File: src/core/sio_pkg.sv
// Constants and types for the six-bit I/O port with serial pin sharing.
// Assumes one system clock; register indices are scaled by four on the bus.
package sio_pkg;

    localparam int PORT_W = 6;
    localparam int REG_W = 8;
    localparam int DATA_W = 32;
    localparam int MIN_ADDR_W = 18;

    // Register indices; byte address is four times the index
    localparam logic [15:0] IDX_PIN_DIRECTION = 16'hFEB2;
    localparam logic [15:0] IDX_PIN_LEVEL_READBACK = 16'hFF52;
    localparam logic [15:0] IDX_OUTPUT_LATCH = 16'hFF62;
    localparam logic [15:0] IDX_OPEN_DRAIN_SELECT = 16'hFF76;

    localparam logic [PORT_W-1:0] PORT_RESET = 6'h00;
    localparam logic [DATA_W-1:0] DATA_ZERO = 32'h0000_0000;

    // Pin positions
    localparam int PIN_TRANSMIT_DATA_CH0 = 0;
    localparam int PIN_TRANSMIT_DATA_CH1 = 1;
    localparam int PIN_RECEIVE_DATA_CH0 = 2;
    localparam int PIN_RECEIVE_DATA_CH1 = 3;
    localparam int PIN_SERIAL_CLOCK_CH0 = 4;
    localparam int PIN_SERIAL_CLOCK_CH1 = 5;

    localparam logic [1:0] RESP_OKAY = 2'h0;
    localparam logic [1:0] RESP_SLVERR = 2'h2;

    // Control levels arriving from one serial channel
    typedef struct packed {
        logic sync_mode;
        logic clk_enable_high_bit;
        logic clk_enable_low_bit;
        logic transmit_enable;
        logic receive_enable;
        logic transmit_data;
        logic serial_clock_out;
    } sio_ser_ctrl_t;

    // Levels returned to one serial channel
    typedef struct packed {
        logic receive_data;
        logic serial_clock_in;
    } sio_ser_ret_t;

    typedef enum logic [2:0] {
        SEL_NONE,
        SEL_DIR,
        SEL_PIN,
        SEL_LAT,
        SEL_OD
    } sio_sel_t;

    typedef enum logic [1:0] {
        PF_GPIO,
        PF_SER_OUT,
        PF_SER_IN
    } sio_pin_fn_t;

    typedef struct packed {
        logic awready;
        logic wready;
        logic arready;
        logic aw_got;
        logic w_got;
        sio_sel_t aw_sel;
        logic [PORT_W-1:0] wdata;
        logic wstrb0;
        logic bvalid;
        logic [1:0] bresp;
        logic rvalid;
        logic [1:0] rresp;
        logic [DATA_W-1:0] rdata;
        logic [PORT_W-1:0] pin_direction;
        logic [PORT_W-1:0] output_latch;
        logic [PORT_W-1:0] open_drain_select;
        logic [PORT_W-1:0] pin_out;
        logic [PORT_W-1:0] pin_oe;
        sio_ser_ret_t ret_ch0;
        sio_ser_ret_t ret_ch1;
    } sio_state_t;

endpackage

File: src/core/sio_port.sv
// Six-bit I/O port: AXI4-Lite registers, pin mux shared with two serial channels.
// Assumes pins and serial controls are synchronous to sys_clk.
`timescale 1ns/1ps
`default_nettype none

module sio_port #(
    parameter int ADDR_W = 20
)
(
    input wire logic sys_clk,
    input wire logic rst_b,
    input wire logic hw_standby,
    input wire logic awvalid,
    output logic awready,
    input wire logic [ADDR_W-1:0] awaddr,
    input wire logic [2:0] awprot,
    input wire logic wvalid,
    output logic wready,
    input wire logic [sio_pkg::DATA_W-1:0] wdata,
    input wire logic [3:0] wstrb,
    output logic bvalid,
    input wire logic bready,
    output logic [1:0] bresp,
    input wire logic arvalid,
    output logic arready,
    input wire logic [ADDR_W-1:0] araddr,
    input wire logic [2:0] arprot,
    output logic rvalid,
    input wire logic rready,
    output logic [sio_pkg::DATA_W-1:0] rdata,
    output logic [1:0] rresp,
    input wire logic [sio_pkg::PORT_W-1:0] pin_in,
    output logic [sio_pkg::PORT_W-1:0] pin_out,
    output logic [sio_pkg::PORT_W-1:0] pin_oe,
    input wire sio_pkg::sio_ser_ctrl_t ctrl_ch0,
    input wire sio_pkg::sio_ser_ctrl_t ctrl_ch1,
    output sio_pkg::sio_ser_ret_t ret_ch0,
    output sio_pkg::sio_ser_ret_t ret_ch1
);
    import sio_pkg::*;

    if (ADDR_W < MIN_ADDR_W)
    begin : g_bad_addr_w
        $error("ADDR_W too small to reach the highest register");
    end

    sio_state_t q;
    sio_state_t next_q;
    logic wr_fire;
    logic ar_fire;
    sio_sel_t ar_sel;
    logic [PORT_W-1:0] readback;
    logic [PORT_W-1:0] drive;
    logic [PORT_W-1:0] val;
    sio_pin_fn_t fn_serial_clock_ch0;
    sio_pin_fn_t fn_serial_clock_ch1;

    // Shared by the read and write paths; protection bits are not checked
    function automatic sio_sel_t decode(input logic [ADDR_W-1:0] addr);
        logic [ADDR_W-3:0] idx;
        idx = addr[ADDR_W-1:2];
        if (addr[1:0] != 2'h0)
            decode = SEL_NONE;
        else if (idx == (ADDR_W-2)'(IDX_PIN_DIRECTION))
            decode = SEL_DIR;
        else if (idx == (ADDR_W-2)'(IDX_PIN_LEVEL_READBACK))
            decode = SEL_PIN;
        else if (idx == (ADDR_W-2)'(IDX_OUTPUT_LATCH))
            decode = SEL_LAT;
        else if (idx == (ADDR_W-2)'(IDX_OPEN_DRAIN_SELECT))
            decode = SEL_OD;
        else
            decode = SEL_NONE;
    endfunction

    // Same selection for both clock pins, only the channel differs
    function automatic sio_pin_fn_t clk_pin_fn(input sio_ser_ctrl_t c);
        if (c.clk_enable_high_bit)
            clk_pin_fn = PF_SER_IN;
        else if (c.sync_mode || c.clk_enable_low_bit)
            clk_pin_fn = PF_SER_OUT;
        else
            clk_pin_fn = PF_GPIO;
    endfunction

    assign wr_fire = q.aw_got && q.w_got && !q.bvalid;
    assign ar_fire = arvalid && q.arready;
    assign ar_sel = decode(araddr);
    assign fn_serial_clock_ch0 = clk_pin_fn(ctrl_ch0);
    assign fn_serial_clock_ch1 = clk_pin_fn(ctrl_ch1);

    // Output pins read back the latch, input pins the live level
    assign readback = (q.pin_direction & q.output_latch) | (~q.pin_direction & pin_in);

    // The sync_mode input feeds the clock pin selection through clk_pin_fn
    always_comb
    begin
        drive = q.pin_direction;
        val = q.output_latch;
        if (ctrl_ch0.transmit_enable)
        begin
            drive[PIN_TRANSMIT_DATA_CH0] = 1'b1;
            val[PIN_TRANSMIT_DATA_CH0] = ctrl_ch0.transmit_data;
        end
        if (ctrl_ch1.transmit_enable)
        begin
            drive[PIN_TRANSMIT_DATA_CH1] = 1'b1;
            val[PIN_TRANSMIT_DATA_CH1] = ctrl_ch1.transmit_data;
        end
        if (ctrl_ch0.receive_enable)
            drive[PIN_RECEIVE_DATA_CH0] = 1'b0;
        if (ctrl_ch1.receive_enable)
            drive[PIN_RECEIVE_DATA_CH1] = 1'b0;
        if (fn_serial_clock_ch0 == PF_SER_OUT)
        begin
            drive[PIN_SERIAL_CLOCK_CH0] = 1'b1;
            val[PIN_SERIAL_CLOCK_CH0] = ctrl_ch0.serial_clock_out;
        end
        else if (fn_serial_clock_ch0 == PF_SER_IN)
            drive[PIN_SERIAL_CLOCK_CH0] = 1'b0;
        if (fn_serial_clock_ch1 == PF_SER_OUT)
        begin
            drive[PIN_SERIAL_CLOCK_CH1] = 1'b1;
            val[PIN_SERIAL_CLOCK_CH1] = ctrl_ch1.serial_clock_out;
        end
        else if (fn_serial_clock_ch1 == PF_SER_IN)
            drive[PIN_SERIAL_CLOCK_CH1] = 1'b0;
    end

    always_comb
    begin
        next_q = q;
        if (awvalid && q.awready)
        begin
            next_q.aw_got = 1'b1;
            next_q.aw_sel = decode(awaddr);
        end
        if (wvalid && q.wready)
        begin
            next_q.w_got = 1'b1;
            next_q.wdata = wdata[PORT_W-1:0];
            next_q.wstrb0 = wstrb[0];
        end
        if (q.bvalid && bready)
            next_q.bvalid = 1'b0;
        if (wr_fire)
        begin
            next_q.aw_got = 1'b0;
            next_q.w_got = 1'b0;
            next_q.bvalid = 1'b1;
            next_q.bresp = (q.aw_sel == SEL_NONE) ? RESP_SLVERR : RESP_OKAY;
            if (q.wstrb0)
            begin
                // Readback index takes no write
                if (q.aw_sel == SEL_DIR)
                    next_q.pin_direction = q.wdata;
                else if (q.aw_sel == SEL_LAT)
                    next_q.output_latch = q.wdata;
                else if (q.aw_sel == SEL_OD)
                    next_q.open_drain_select = q.wdata;
            end
        end
        next_q.awready = !next_q.aw_got && !next_q.bvalid;
        next_q.wready = !next_q.w_got && !next_q.bvalid;

        if (q.rvalid && rready)
            next_q.rvalid = 1'b0;
        if (ar_fire)
        begin
            next_q.rvalid = 1'b1;
            next_q.rresp = RESP_OKAY;
            next_q.rdata = DATA_ZERO;
            if (ar_sel == SEL_PIN)
                next_q.rdata[PORT_W-1:0] = readback;
            else if (ar_sel == SEL_LAT)
                next_q.rdata[PORT_W-1:0] = q.output_latch;
            else if (ar_sel == SEL_OD)
                next_q.rdata[PORT_W-1:0] = q.open_drain_select;
            else if (ar_sel == SEL_NONE)
                next_q.rresp = RESP_SLVERR;
        end
        next_q.arready = !next_q.rvalid;

        // Standby wins over a write landing in the same cycle
        if (hw_standby)
        begin
            next_q.pin_direction = PORT_RESET;
            next_q.output_latch = PORT_RESET;
            next_q.open_drain_select = PORT_RESET;
        end

        // Open-drain pins only ever pull low, whatever drives them
        next_q.pin_out = val;
        next_q.pin_oe = drive & ~(q.open_drain_select & val);
        next_q.ret_ch0.receive_data = pin_in[PIN_RECEIVE_DATA_CH0];
        next_q.ret_ch1.receive_data = pin_in[PIN_RECEIVE_DATA_CH1];
        next_q.ret_ch0.serial_clock_in = pin_in[PIN_SERIAL_CLOCK_CH0];
        next_q.ret_ch1.serial_clock_in = pin_in[PIN_SERIAL_CLOCK_CH1];
    end

    // Power-on reset clears everything; hw_standby also resets direction, latch and open-drain select
    always_ff @(posedge sys_clk or negedge rst_b)
    begin
        if (!rst_b)
            q <= '0;
        else
            q <= next_q;
    end

    assign awready = q.awready;
    assign wready = q.wready;
    assign arready = q.arready;
    assign bvalid = q.bvalid;
    assign bresp = q.bresp;
    assign rvalid = q.rvalid;
    assign rdata = q.rdata;
    assign rresp = q.rresp;
    assign pin_out = q.pin_out;
    assign pin_oe = q.pin_oe;
    assign ret_ch0 = q.ret_ch0;
    assign ret_ch1 = q.ret_ch1;
endmodule

`default_nettype wire

File: config.mk
export PLATFORM = sky130hd
export DESIGN_NAME = sio_port
export DESIGN_NICKNAME = d
export VERILOG_FILES = /design/src/core/sio_pkg.sv /design/src/core/sio_port.sv
export SDC_FILE = /design/constraint.sdc
export NUM_CORES = 1
export LEC_CHECK = 0
export BUFFER_PORTS_ARGS = -buffer_cell sky130_fd_sc_hd__buf_2
export CAP_MARGIN = 20
export CORE_MARGIN = 5
export CORE_UTILIZATION = 44
export DETAILED_ROUTE_END_ITERATION = 8
export HOLD_SLACK_MARGIN = 0.12
export PLACE_DENSITY = 0.8
export SLEW_MARGIN = 25
export SYNTH_ARGS = -nofsm -noshare
export SYNTH_HDL_FRONTEND = slang
export SYNTH_SLANG_ARGS = --single-unit
export TNS_END_PERCENT = 10
File: constraint.sdc
create_clock -name sys_clk -period 1.8 [get_ports sys_clk]
set_clock_uncertainty 0.1 [all_clocks]
set_input_delay 0.27 -clock sys_clk [delete_from_list [all_inputs] [get_ports sys_clk]]
set_output_delay 0.27 -clock sys_clk [all_outputs]
set_load 0.005 [all_outputs]
Word-level counts from Yosys, hierarchy flattened
Index checks and enable logic that the tools add are counted.
{ "totals": {"register_bits": 61, "input_bits": 110, "out_inout_bits": 57, "elab_cells": 126} }
{ "op_classes": {"eq_ne": 20, "mux": 49, "bitwise_logic": 7, "reduce_logical": 28} }
{ "op_table": {"columns": ["cell", "n"], "rows": [
  ["== test 18 x 16 -> 1 bit, second input constant", 8],
  ["two-way mux 18 bit", 3],
  ["two-way mux 6 bit", 7],
  ["two-way mux 35 bit", 1],
  ["two-way mux 3 bit", 11],
  ["AND 6 bit", 4],
  ["two-way mux 1 bit", 18],
  ["two-way mux 2 bit", 8],
  ["nonzero test 2 bit", 7],
  ["two-way mux 12 bit", 1],
  ["NOT 6 bit", 2],
  ["== test 3 x 2 -> 1 bit, second input constant", 3],
  ["logical AND 1 bit", 9],
  ["== test 3 bit, second input constant", 2],
  ["logical NOT 3 bit", 2],
  ["OR 6 bit", 1],
  ["logical NOT 1 bit", 5],
  ["AND reduction 5 bit", 1],
  ["== test 2 x 1 -> 1 bit, second input constant", 2],
  ["== test 2 bit, second input constant", 2],
  ["inequality test 2 bit, second input constant", 2],
  ["AND reduction 4 bit", 1],
  ["== test 3 x 1 -> 1 bit, second input constant", 1],
  ["AND reduction 3 bit", 1],
  ["logical OR 1 bit", 2]
]} }

Logic depth before layout (Yosys ltp)
Gate-level depths: netlist of the first run.
{ "depth": {"word_depth": 13, "depth_mapped": 5} }

Worst setup path before layout of the first run
Ideal clock, no wire load.
{ "synth_path": {"kind": "reg-to-reg", "startpoint": "register q (netlist bit bvalid)", "endpoint": "register q (netlist bit next_q[12])", "t_arrival_ns": 1.255, "required_time_ns": 1.568, "path_slack_ns": 0.313, "path_stages_with_launch": 5, "path_buffers": 0, "period_less_slack_ns": 1.487, "cell_sequence": "dfrtp_1 and4b_1 nand4b_1 mux2i_1 nor2_1"} }
{ "synth_via": {"elab_chain_len": 4} }
{ "synth_lines": {"columns": ["element", "line_no", "text"], "rows": [
  ["start: declaration", "sio_port.sv:47", "sio_state_t q;"],
  ["start signal: assignment", "sio_port.sv:207", "q <= next_q;"],
  ["logical NOT 1 bit", "sio_port.sv:86", "assign wr_fire = q.aw_got && q.w_got && !q.bvalid;"],
  ["logical AND 1 bit", "sio_port.sv:86", null],
  ["nonzero test 2 bit (no source line)", null, null],
  ["AND reduction 4 bit (no source line)", null, null]
]} }
No other way between the ends.
A chain may end at the register's enable or synchronous reset.

==> results of run 1 <==
==> registers in the layout, indices dropped and copies added, names as in the netlist <==
| register | cells |
|---|---|
| q | 28 |
| pin_oe | 6 |
| pin_out | 6 |
| rdata | 6 |
| next_q | 2 |
| ret_ch0 | 2 |
| ret_ch1 | 2 |
| arready | 1 |
| awready | 1 |
| bresp | 1 |
| bvalid | 1 |
| rresp | 1 |
| rvalid | 1 |
| wready | 1 |
==> layout by cell type (no fill, tap or decap), types with 3 or more instances in the layout <==
cell,instances
inv_1,4
buf_4,6
nor3_1,9
dlygate4sd3_1,28
mux2_2,19
a21oi_1,4
nor4bb_1,3
nor2_1,32
mux2i_1,18
nand4_1,3
a211oi_1,6
a221o_1,5
a22oi_1,6
conb_1,28
clkbuf_8,12
buf_2,103
dfrtp_1,59
nor2b_1,4
nand2_1,7
==> how the worst max path moves through the flow <==
stage / endpoint / slack [ns] / cells past startpoint
global route: pin_out[0] / 0.10 / 4
global placement: rdata[4] / 0.25 / 6
floorplan: next_q[12] / 0.31 / 4
finish: pin_out[0] / 0.13 / 4
CTS: pin_out[1] / 0.13 / 4
detailed placement: rdata[5] / 0.21 / 6
==> logic make-up (layout without fill, tap and decap cells) <==
family                 Yosys count  after routing  synth area share, %
XOR/XNOR                         1              1                0.296
flip-flops                      59             59                 49.9
AND/OR/NAND/NOR                 76             76                 15.0
AO/OA/AOI/OAI                   28             28                 7.35
buffers and inverters           59            158                 14.1
multiplexers                    37             37                 13.3
other                            1             28                0.127
==> power breakdown <==
part	internal, W	total [W]	leakage [nW]	switching (W)
clock network	0.000747	0.00125	0.108	0.000501
logic	0.000300	0.000535	1.14	0.000235
registers	0.00148	0.00162	0.764	0.000134
total	0.00253	0.00340	2.01	0.000870
==> routing by layer <==
layer  vias to the layer above  part of all wire (%)
met4                         0                   1.1
met3                         9                   6.8
li1                       1087                     -
met2                        87                    52
met5                         -                     0
met1                      1067                    40
==> per-stage QoR <==
step | std cells | worst slack [ns] | cell area, sq um | total power, W
finish | 464 | 0.134 | 3830 | 0.00340
global route | 464 | 0.104 | 3830 | 0.00357
CTS | 464 | 0.135 | 3830 | 0.00344
detailed placement | 420 | 0.210 | 3340 | 0.00214
global placement | 420 | 0.253 | 3340 | 0.00211
floorplan | 288 | 0.313 | 3060 | 0.00194
==> critical path: cells and delay by family <==
family | cells | cell delay (ns)
buf+inv | 3 | 1.18
mux | 1 | 0.34
==> layout make-up <==
cell class	count	share of cell area [%]
clock buffer	12	4.31
clock inverter	4	1.24
timing repair buffer	138	22.5
sequential	59	38.5
multi-input combinational	170	30.5
inverter	4	0.392
tap	77	2.52
==> out/results.tsv, run 1 <==
metric	value	unit
final-setup-viol-count	0	
max_freq	600	MHz
syn_area	2960	sq um
ir_drop	0.741	mV
dpl.hpwl	4890	microns
gr-usage-met2	29.1	%
timing.rr.start	bvalid	
worst_path_largest_cell_delay	0.55	ns
ff2ff_setup_slack	0.23	ns
cts_max_level	3	
worst-path-max-fanout	2	
synth-main-ff-cell	dfrtp_1	
die_width	92.0	microns
synth_cell_types	36	
area_growth	29.4	%
cts_buffers	9	
synth_area_leader_cell	dfrtp_1	
slowest_stage	dlygate4sd3_1	
cts.sinks	59	
via_per_inst	4.85	
die_h	92.0	microns
cts_resized	0	
holdBufCountCts	28	
startpoint	ctrl_ch0[3]	
whs_path_depth	2	
reg2regPathDepth	4	
ctsLongestPathBuffers	2	
grt_usage	16.4	%
initial_core_util	45.8	%
synth_cells	261	
place_congestion	0.722	
power_density	888	nW/um^2
top_usage_layer	met2	
die-area	8470	sq um
period_needed	1.67	ns
worstPathCellList	dlygate4sd3_1 -> buf_2 -> mux2_2 -> dlygate4sd3_1	
num-fill-cells	551	
synth_commonest_cells	dfrtp_1 (59), buf_4 (52), nor2_1 (32), mux2_2 (19), mux2i_1 (18)	
drt_iter0_drc	67	
cp_common_cell	dlygate4sd3_1	
seq_area_frac_synth	49.9	%
multiInputGateArea	1170	sq um
grt_first_pass_wirelength	10900	microns
grt_overflow	0	
drv_slew	0	
yosysWarnings	0	
use_met3	5.89	%
synth_edf_count	0	
synth_top_area_share	49.9	%
final_antenna_net_count	0	
synthArstFlopShare	100	%
critPathArrivalTime	1.79	ns
ff_latch_area	1480	sq um
portBuffers	103	
final_util	59.3	%
finalHoldViolations	0	
r2r-end	q[29]	
hp-class	in2reg	
post_cts_buffers	0	
ys_top_cells_by_area	dfrtp_1 (50%), buf_4 (13%), mux2_2 (7.2%), mux2i_1 (6.1%), nor2_1 (4.1%)	
worstSetupEndpointType	register	
path_class	in2reg	
vias	2250	
required	1.93	ns
rsz0062_at_grt	false	
core-area	6460	sq um
diodes	0	
dr.pass1.iters	5	
setup-tns-final	0	ns
cts_tree	done	
path_clk_slew	0.06	ns
yosysMostFrequentCell	dfrtp_1	
clkLatencyLatePin	0.34	ns
grt_max_degree	60	
min_from	awaddr[7]	
outcome	finished, final reports clean	
worst_setup_path_start_kind	input pin	
grt.met1_usage	18.6	%
fin_hold_ws	0.141	ns
drt-wirelength-per-cell	14.7	microns
whs_endpoint	q[79]	
cap_violations	0	
drcViolationCount	0	
root_buffer	clkbuf_8	
core.rowCount	29	
grt_pass1_vias	2300	
synth_area_per_cell	11.3	sq um
fin_crit_sh	92.6	%
antenna_found_initial	0	
leakage	2.01	nW
synth-seq-cells	59	
finalNetCount	492	
drive_above_1_share	38.8	%
routed_wirelength	6840	microns
io_pins	167	
Power figures use the tool's default switching activity.
==> inputs of run 2 (changes only) <==
--- a/config.mk
+++ b/config.mk
@@ -5,13 +5,14 @@
 export SDC_FILE = /design/constraint.sdc
 export NUM_CORES = 1
 export LEC_CHECK = 0
+export ABC_AREA = 1
 export BUFFER_PORTS_ARGS = -buffer_cell sky130_fd_sc_hd__buf_2
 export CAP_MARGIN = 20
 export CORE_MARGIN = 5
-export CORE_UTILIZATION = 44
+export CORE_UTILIZATION = 46
 export DETAILED_ROUTE_END_ITERATION = 8
 export HOLD_SLACK_MARGIN = 0.12
-export PLACE_DENSITY = 0.8
+export PLACE_DENSITY = 0.81
 export SLEW_MARGIN = 25
 export SYNTH_ARGS = -nofsm -noshare
 export SYNTH_HDL_FRONTEND = slang
==> run 2 against run 1 <==
Largest power group unchanged. Highest routed layer unchanged. Sequential power up 3%. Global-route usage grew 1.7 points. Hold slack worse by 0.015 ns. Largest cell class unchanged.
==> out/results.tsv, run 2 <==
metric	value	unit	change
outcome	finished, final reports clean		
synth_edf_count	0		unchanged
synth_cell_types	26		-28%
drt_iter0_drc	139		+110%
leakage	2.12	nW	+5.5%
via_per_inst	4.76		-1.8%
max_freq	627	MHz	+4.5%
worstSetupEndpointType	register		
synth_commonest_cells	nand2_1 (97), dfrtp_1 (59), buf_4 (52), inv_1 (37), nand3_1 (35)		
initial_core_util	47.2	%	+1.3 points
diodes	0		unchanged
grt_max_degree	60		unchanged
synth_top_area_share	46.1	%	-3.8 points
worst-path-max-fanout	12		+10
drv_slew	0		unchanged
power_density	870	nW/um^2	-2.1%
rsz0062_at_grt	false		
io_pins	167		unchanged
worst-path-buf-inv	2		-1
required	1.91	ns	-0.02 ns
period_needed	1.59	ns	-0.0711 ns
synth-seq-cells	59		unchanged
ir_drop	0.632	mV	-15%
final-setup-viol-count	0		unchanged
grt_pass1_vias	2892		+26%
core-area	6790	sq um	+5.2%
finalHoldViolations	0		unchanged
grt_usage	18.1	%	+1.7 points
dpl.hpwl	5430	microns	+11%
synthArstFlopShare	100	%	unchanged
die_h	93.5	microns	+1.6%
drcViolationCount	0		unchanged
syn_area	3200	sq um	+8.2%
layout_commonest_cell	buf_2		
grt_first_pass_wirelength	12700	microns	+17%
synth_cells	404		+55%
path_clk_slew	0.07	ns	about the same
holdBufCountCts	28		unchanged
post_cts_buffers	0		unchanged
ys_top_cells_by_area	dfrtp_1 (46%), buf_4 (12%), nand2_1 (11%), nand3_1 (5.5%), inv_1 (4.3%)		
antenna_found_initial	0		unchanged
dr.pass1.iters	4		-1
cts_tree	done		
drt-wirelength-per-cell	12.2	microns	-17%
path_class	reg2reg		
grt_overflow	0		unchanged
worst_setup_path_start_kind	register		
mostFrequentLayoutCells	buf_2 (103), nand2_1 (97), dfrtp_1 (59), inv_1 (37), nand3_1 (35)		
root_buffer	clkbuf_8		
die_width	93.5	microns	+1.6%
core.rowCount	30		+3.4%
worst_path_largest_cell_delay	0.40	ns	-0.15 ns
vias	2949		+31%
seq_area_frac_synth	46.1	%	-3.8 points
finalNetCount	628		+28%
die-area	8730	sq um	+3.1%
fin_crit_sh	88.6	%	-4.0 points
cts_max_level	3		unchanged
area_growth	25.1	%	
num-fill-cells	601		+9.1%
final_antenna_net_count	0		unchanged
cts_resized	0		unchanged
routed_wirelength	7540	microns	+10%
synth-main-ff-cell	dfrtp_1		
yosysMostFrequentCell	nand2_1		
setup-tns-final	0	ns	unchanged
synth_area_per_cell	7.93	sq um	-30%
drive_above_1_share	27.3	%	-11 points
critPathArrivalTime	1.70	ns	-0.09 ns
clkLatencyLatePin	0.34	ns	about the same
cap_violations	0		unchanged
final_util	59.0	%	-0.27 points
slowest_stage	nand4_1		
hp-class	in2reg		
largest_reg_flops	28		unchanged
portBuffers	103		unchanged
slew-limit-headroom	65.9	%	
synth_area_leader_cell	dfrtp_1		
cts.sinks	59		unchanged
place_congestion	0.809		+12%
top_register	q		
cp_top_family	simple AND/OR/NAND/NOR gates		
tightest_slew	0.509	ns	
ctsLongestPathBuffers	2		unchanged
yosysWarnings	0		unchanged
worstPathCellList	inv_2 -> nand4_1 -> inv_2 -> nand4_1 -> nand3_1 -> o21ai_1		
cts_buffers	9		unchanged
==> run 2: metrics by stage <==
stage	worst slack [ns]	instances	hold WS [ns]	instance area (sq um)	power, W
finish	0.205	619	0.126	4010	0.00349
global route	0.0458	619	0.149	4010	0.00372
CTS	0.198	619	0.125	4010	0.00351
detailed placement	0.230	575	0.198	3550	0.00239
global placement	0.304	575	0.190	3550	0.00236
floorplan	0.543	431	-0.126	3310	0.00217
==> run 2: cell type report <==
| class | count | area (sq um) | share of cell area [%] |
|---|---|---|---|
| clock inverters | 6 | 41.3 | 1.03 |
| multi-input cells | 270 | 1240 | 30.9 |
| flip-flops and latches | 59 | 1480 | 36.8 |
| repair buffers | 134 | 831 | 20.7 |
| inverters | 44 | 165 | 4.12 |
| well taps | 96 | 120 | 3.00 |
| clock buffers | 10 | 138 | 3.43 |
==> run 2: cell families after synthesis <==
group           Yosys count  synth area share (%)
other cells               1                 0.117
simple gates            197                  28.0
compound gates           45                  7.42
buf+inv                 102                  18.4
flops                    59                  46.1
==> run 2: metal layers <==
metal | vias to the layer above | track usage [%] | part of all wire (%)
met2 | 93 | 32.9 | 52
met4 | 0 | 6.11 | 1.8
met3 | 13 | 4.67 | 7.1
li1 | 1462 | - | -
met1 | 1381 | 20.4 | 39
met5 | - | 0 | 0
==> run 2: power breakdown <==
group	leakage [nW]	switching, W	internal (W)	total, W
clock	0.0843	0.000535	0.000532	0.00107
sequential	0.767	0.000127	0.00154	0.00167
combinational	1.27	0.000438	0.000316	0.000754
==> run 2: worst register-to-register path: cells and delay by family (launching register included) <==
family	cells	cell delay (ns)
AND/OR/NAND/NOR	3	0.73
buffers and inverters	2	0.15
AO/OA/AOI/OAI	1	0.09
flip-flops	1	0.39
==> run 2: path summary, 6_finish.rpt <==
check                               start        to  slack, ns  depth (start not counted)
worst min-delay path            awaddr[5]     q[81]       0.13                          4
worst max-delay path               bvalid     q[27]       0.21                          6
max in group asynchronous           rst_b     q[21]       0.98                          3
min in group asynchronous           rst_b   arready       0.36                          3
worst max register to register     bvalid     q[27]       0.21                          6
worst min register to register   rresp[1]  rresp[1]       0.38                          2
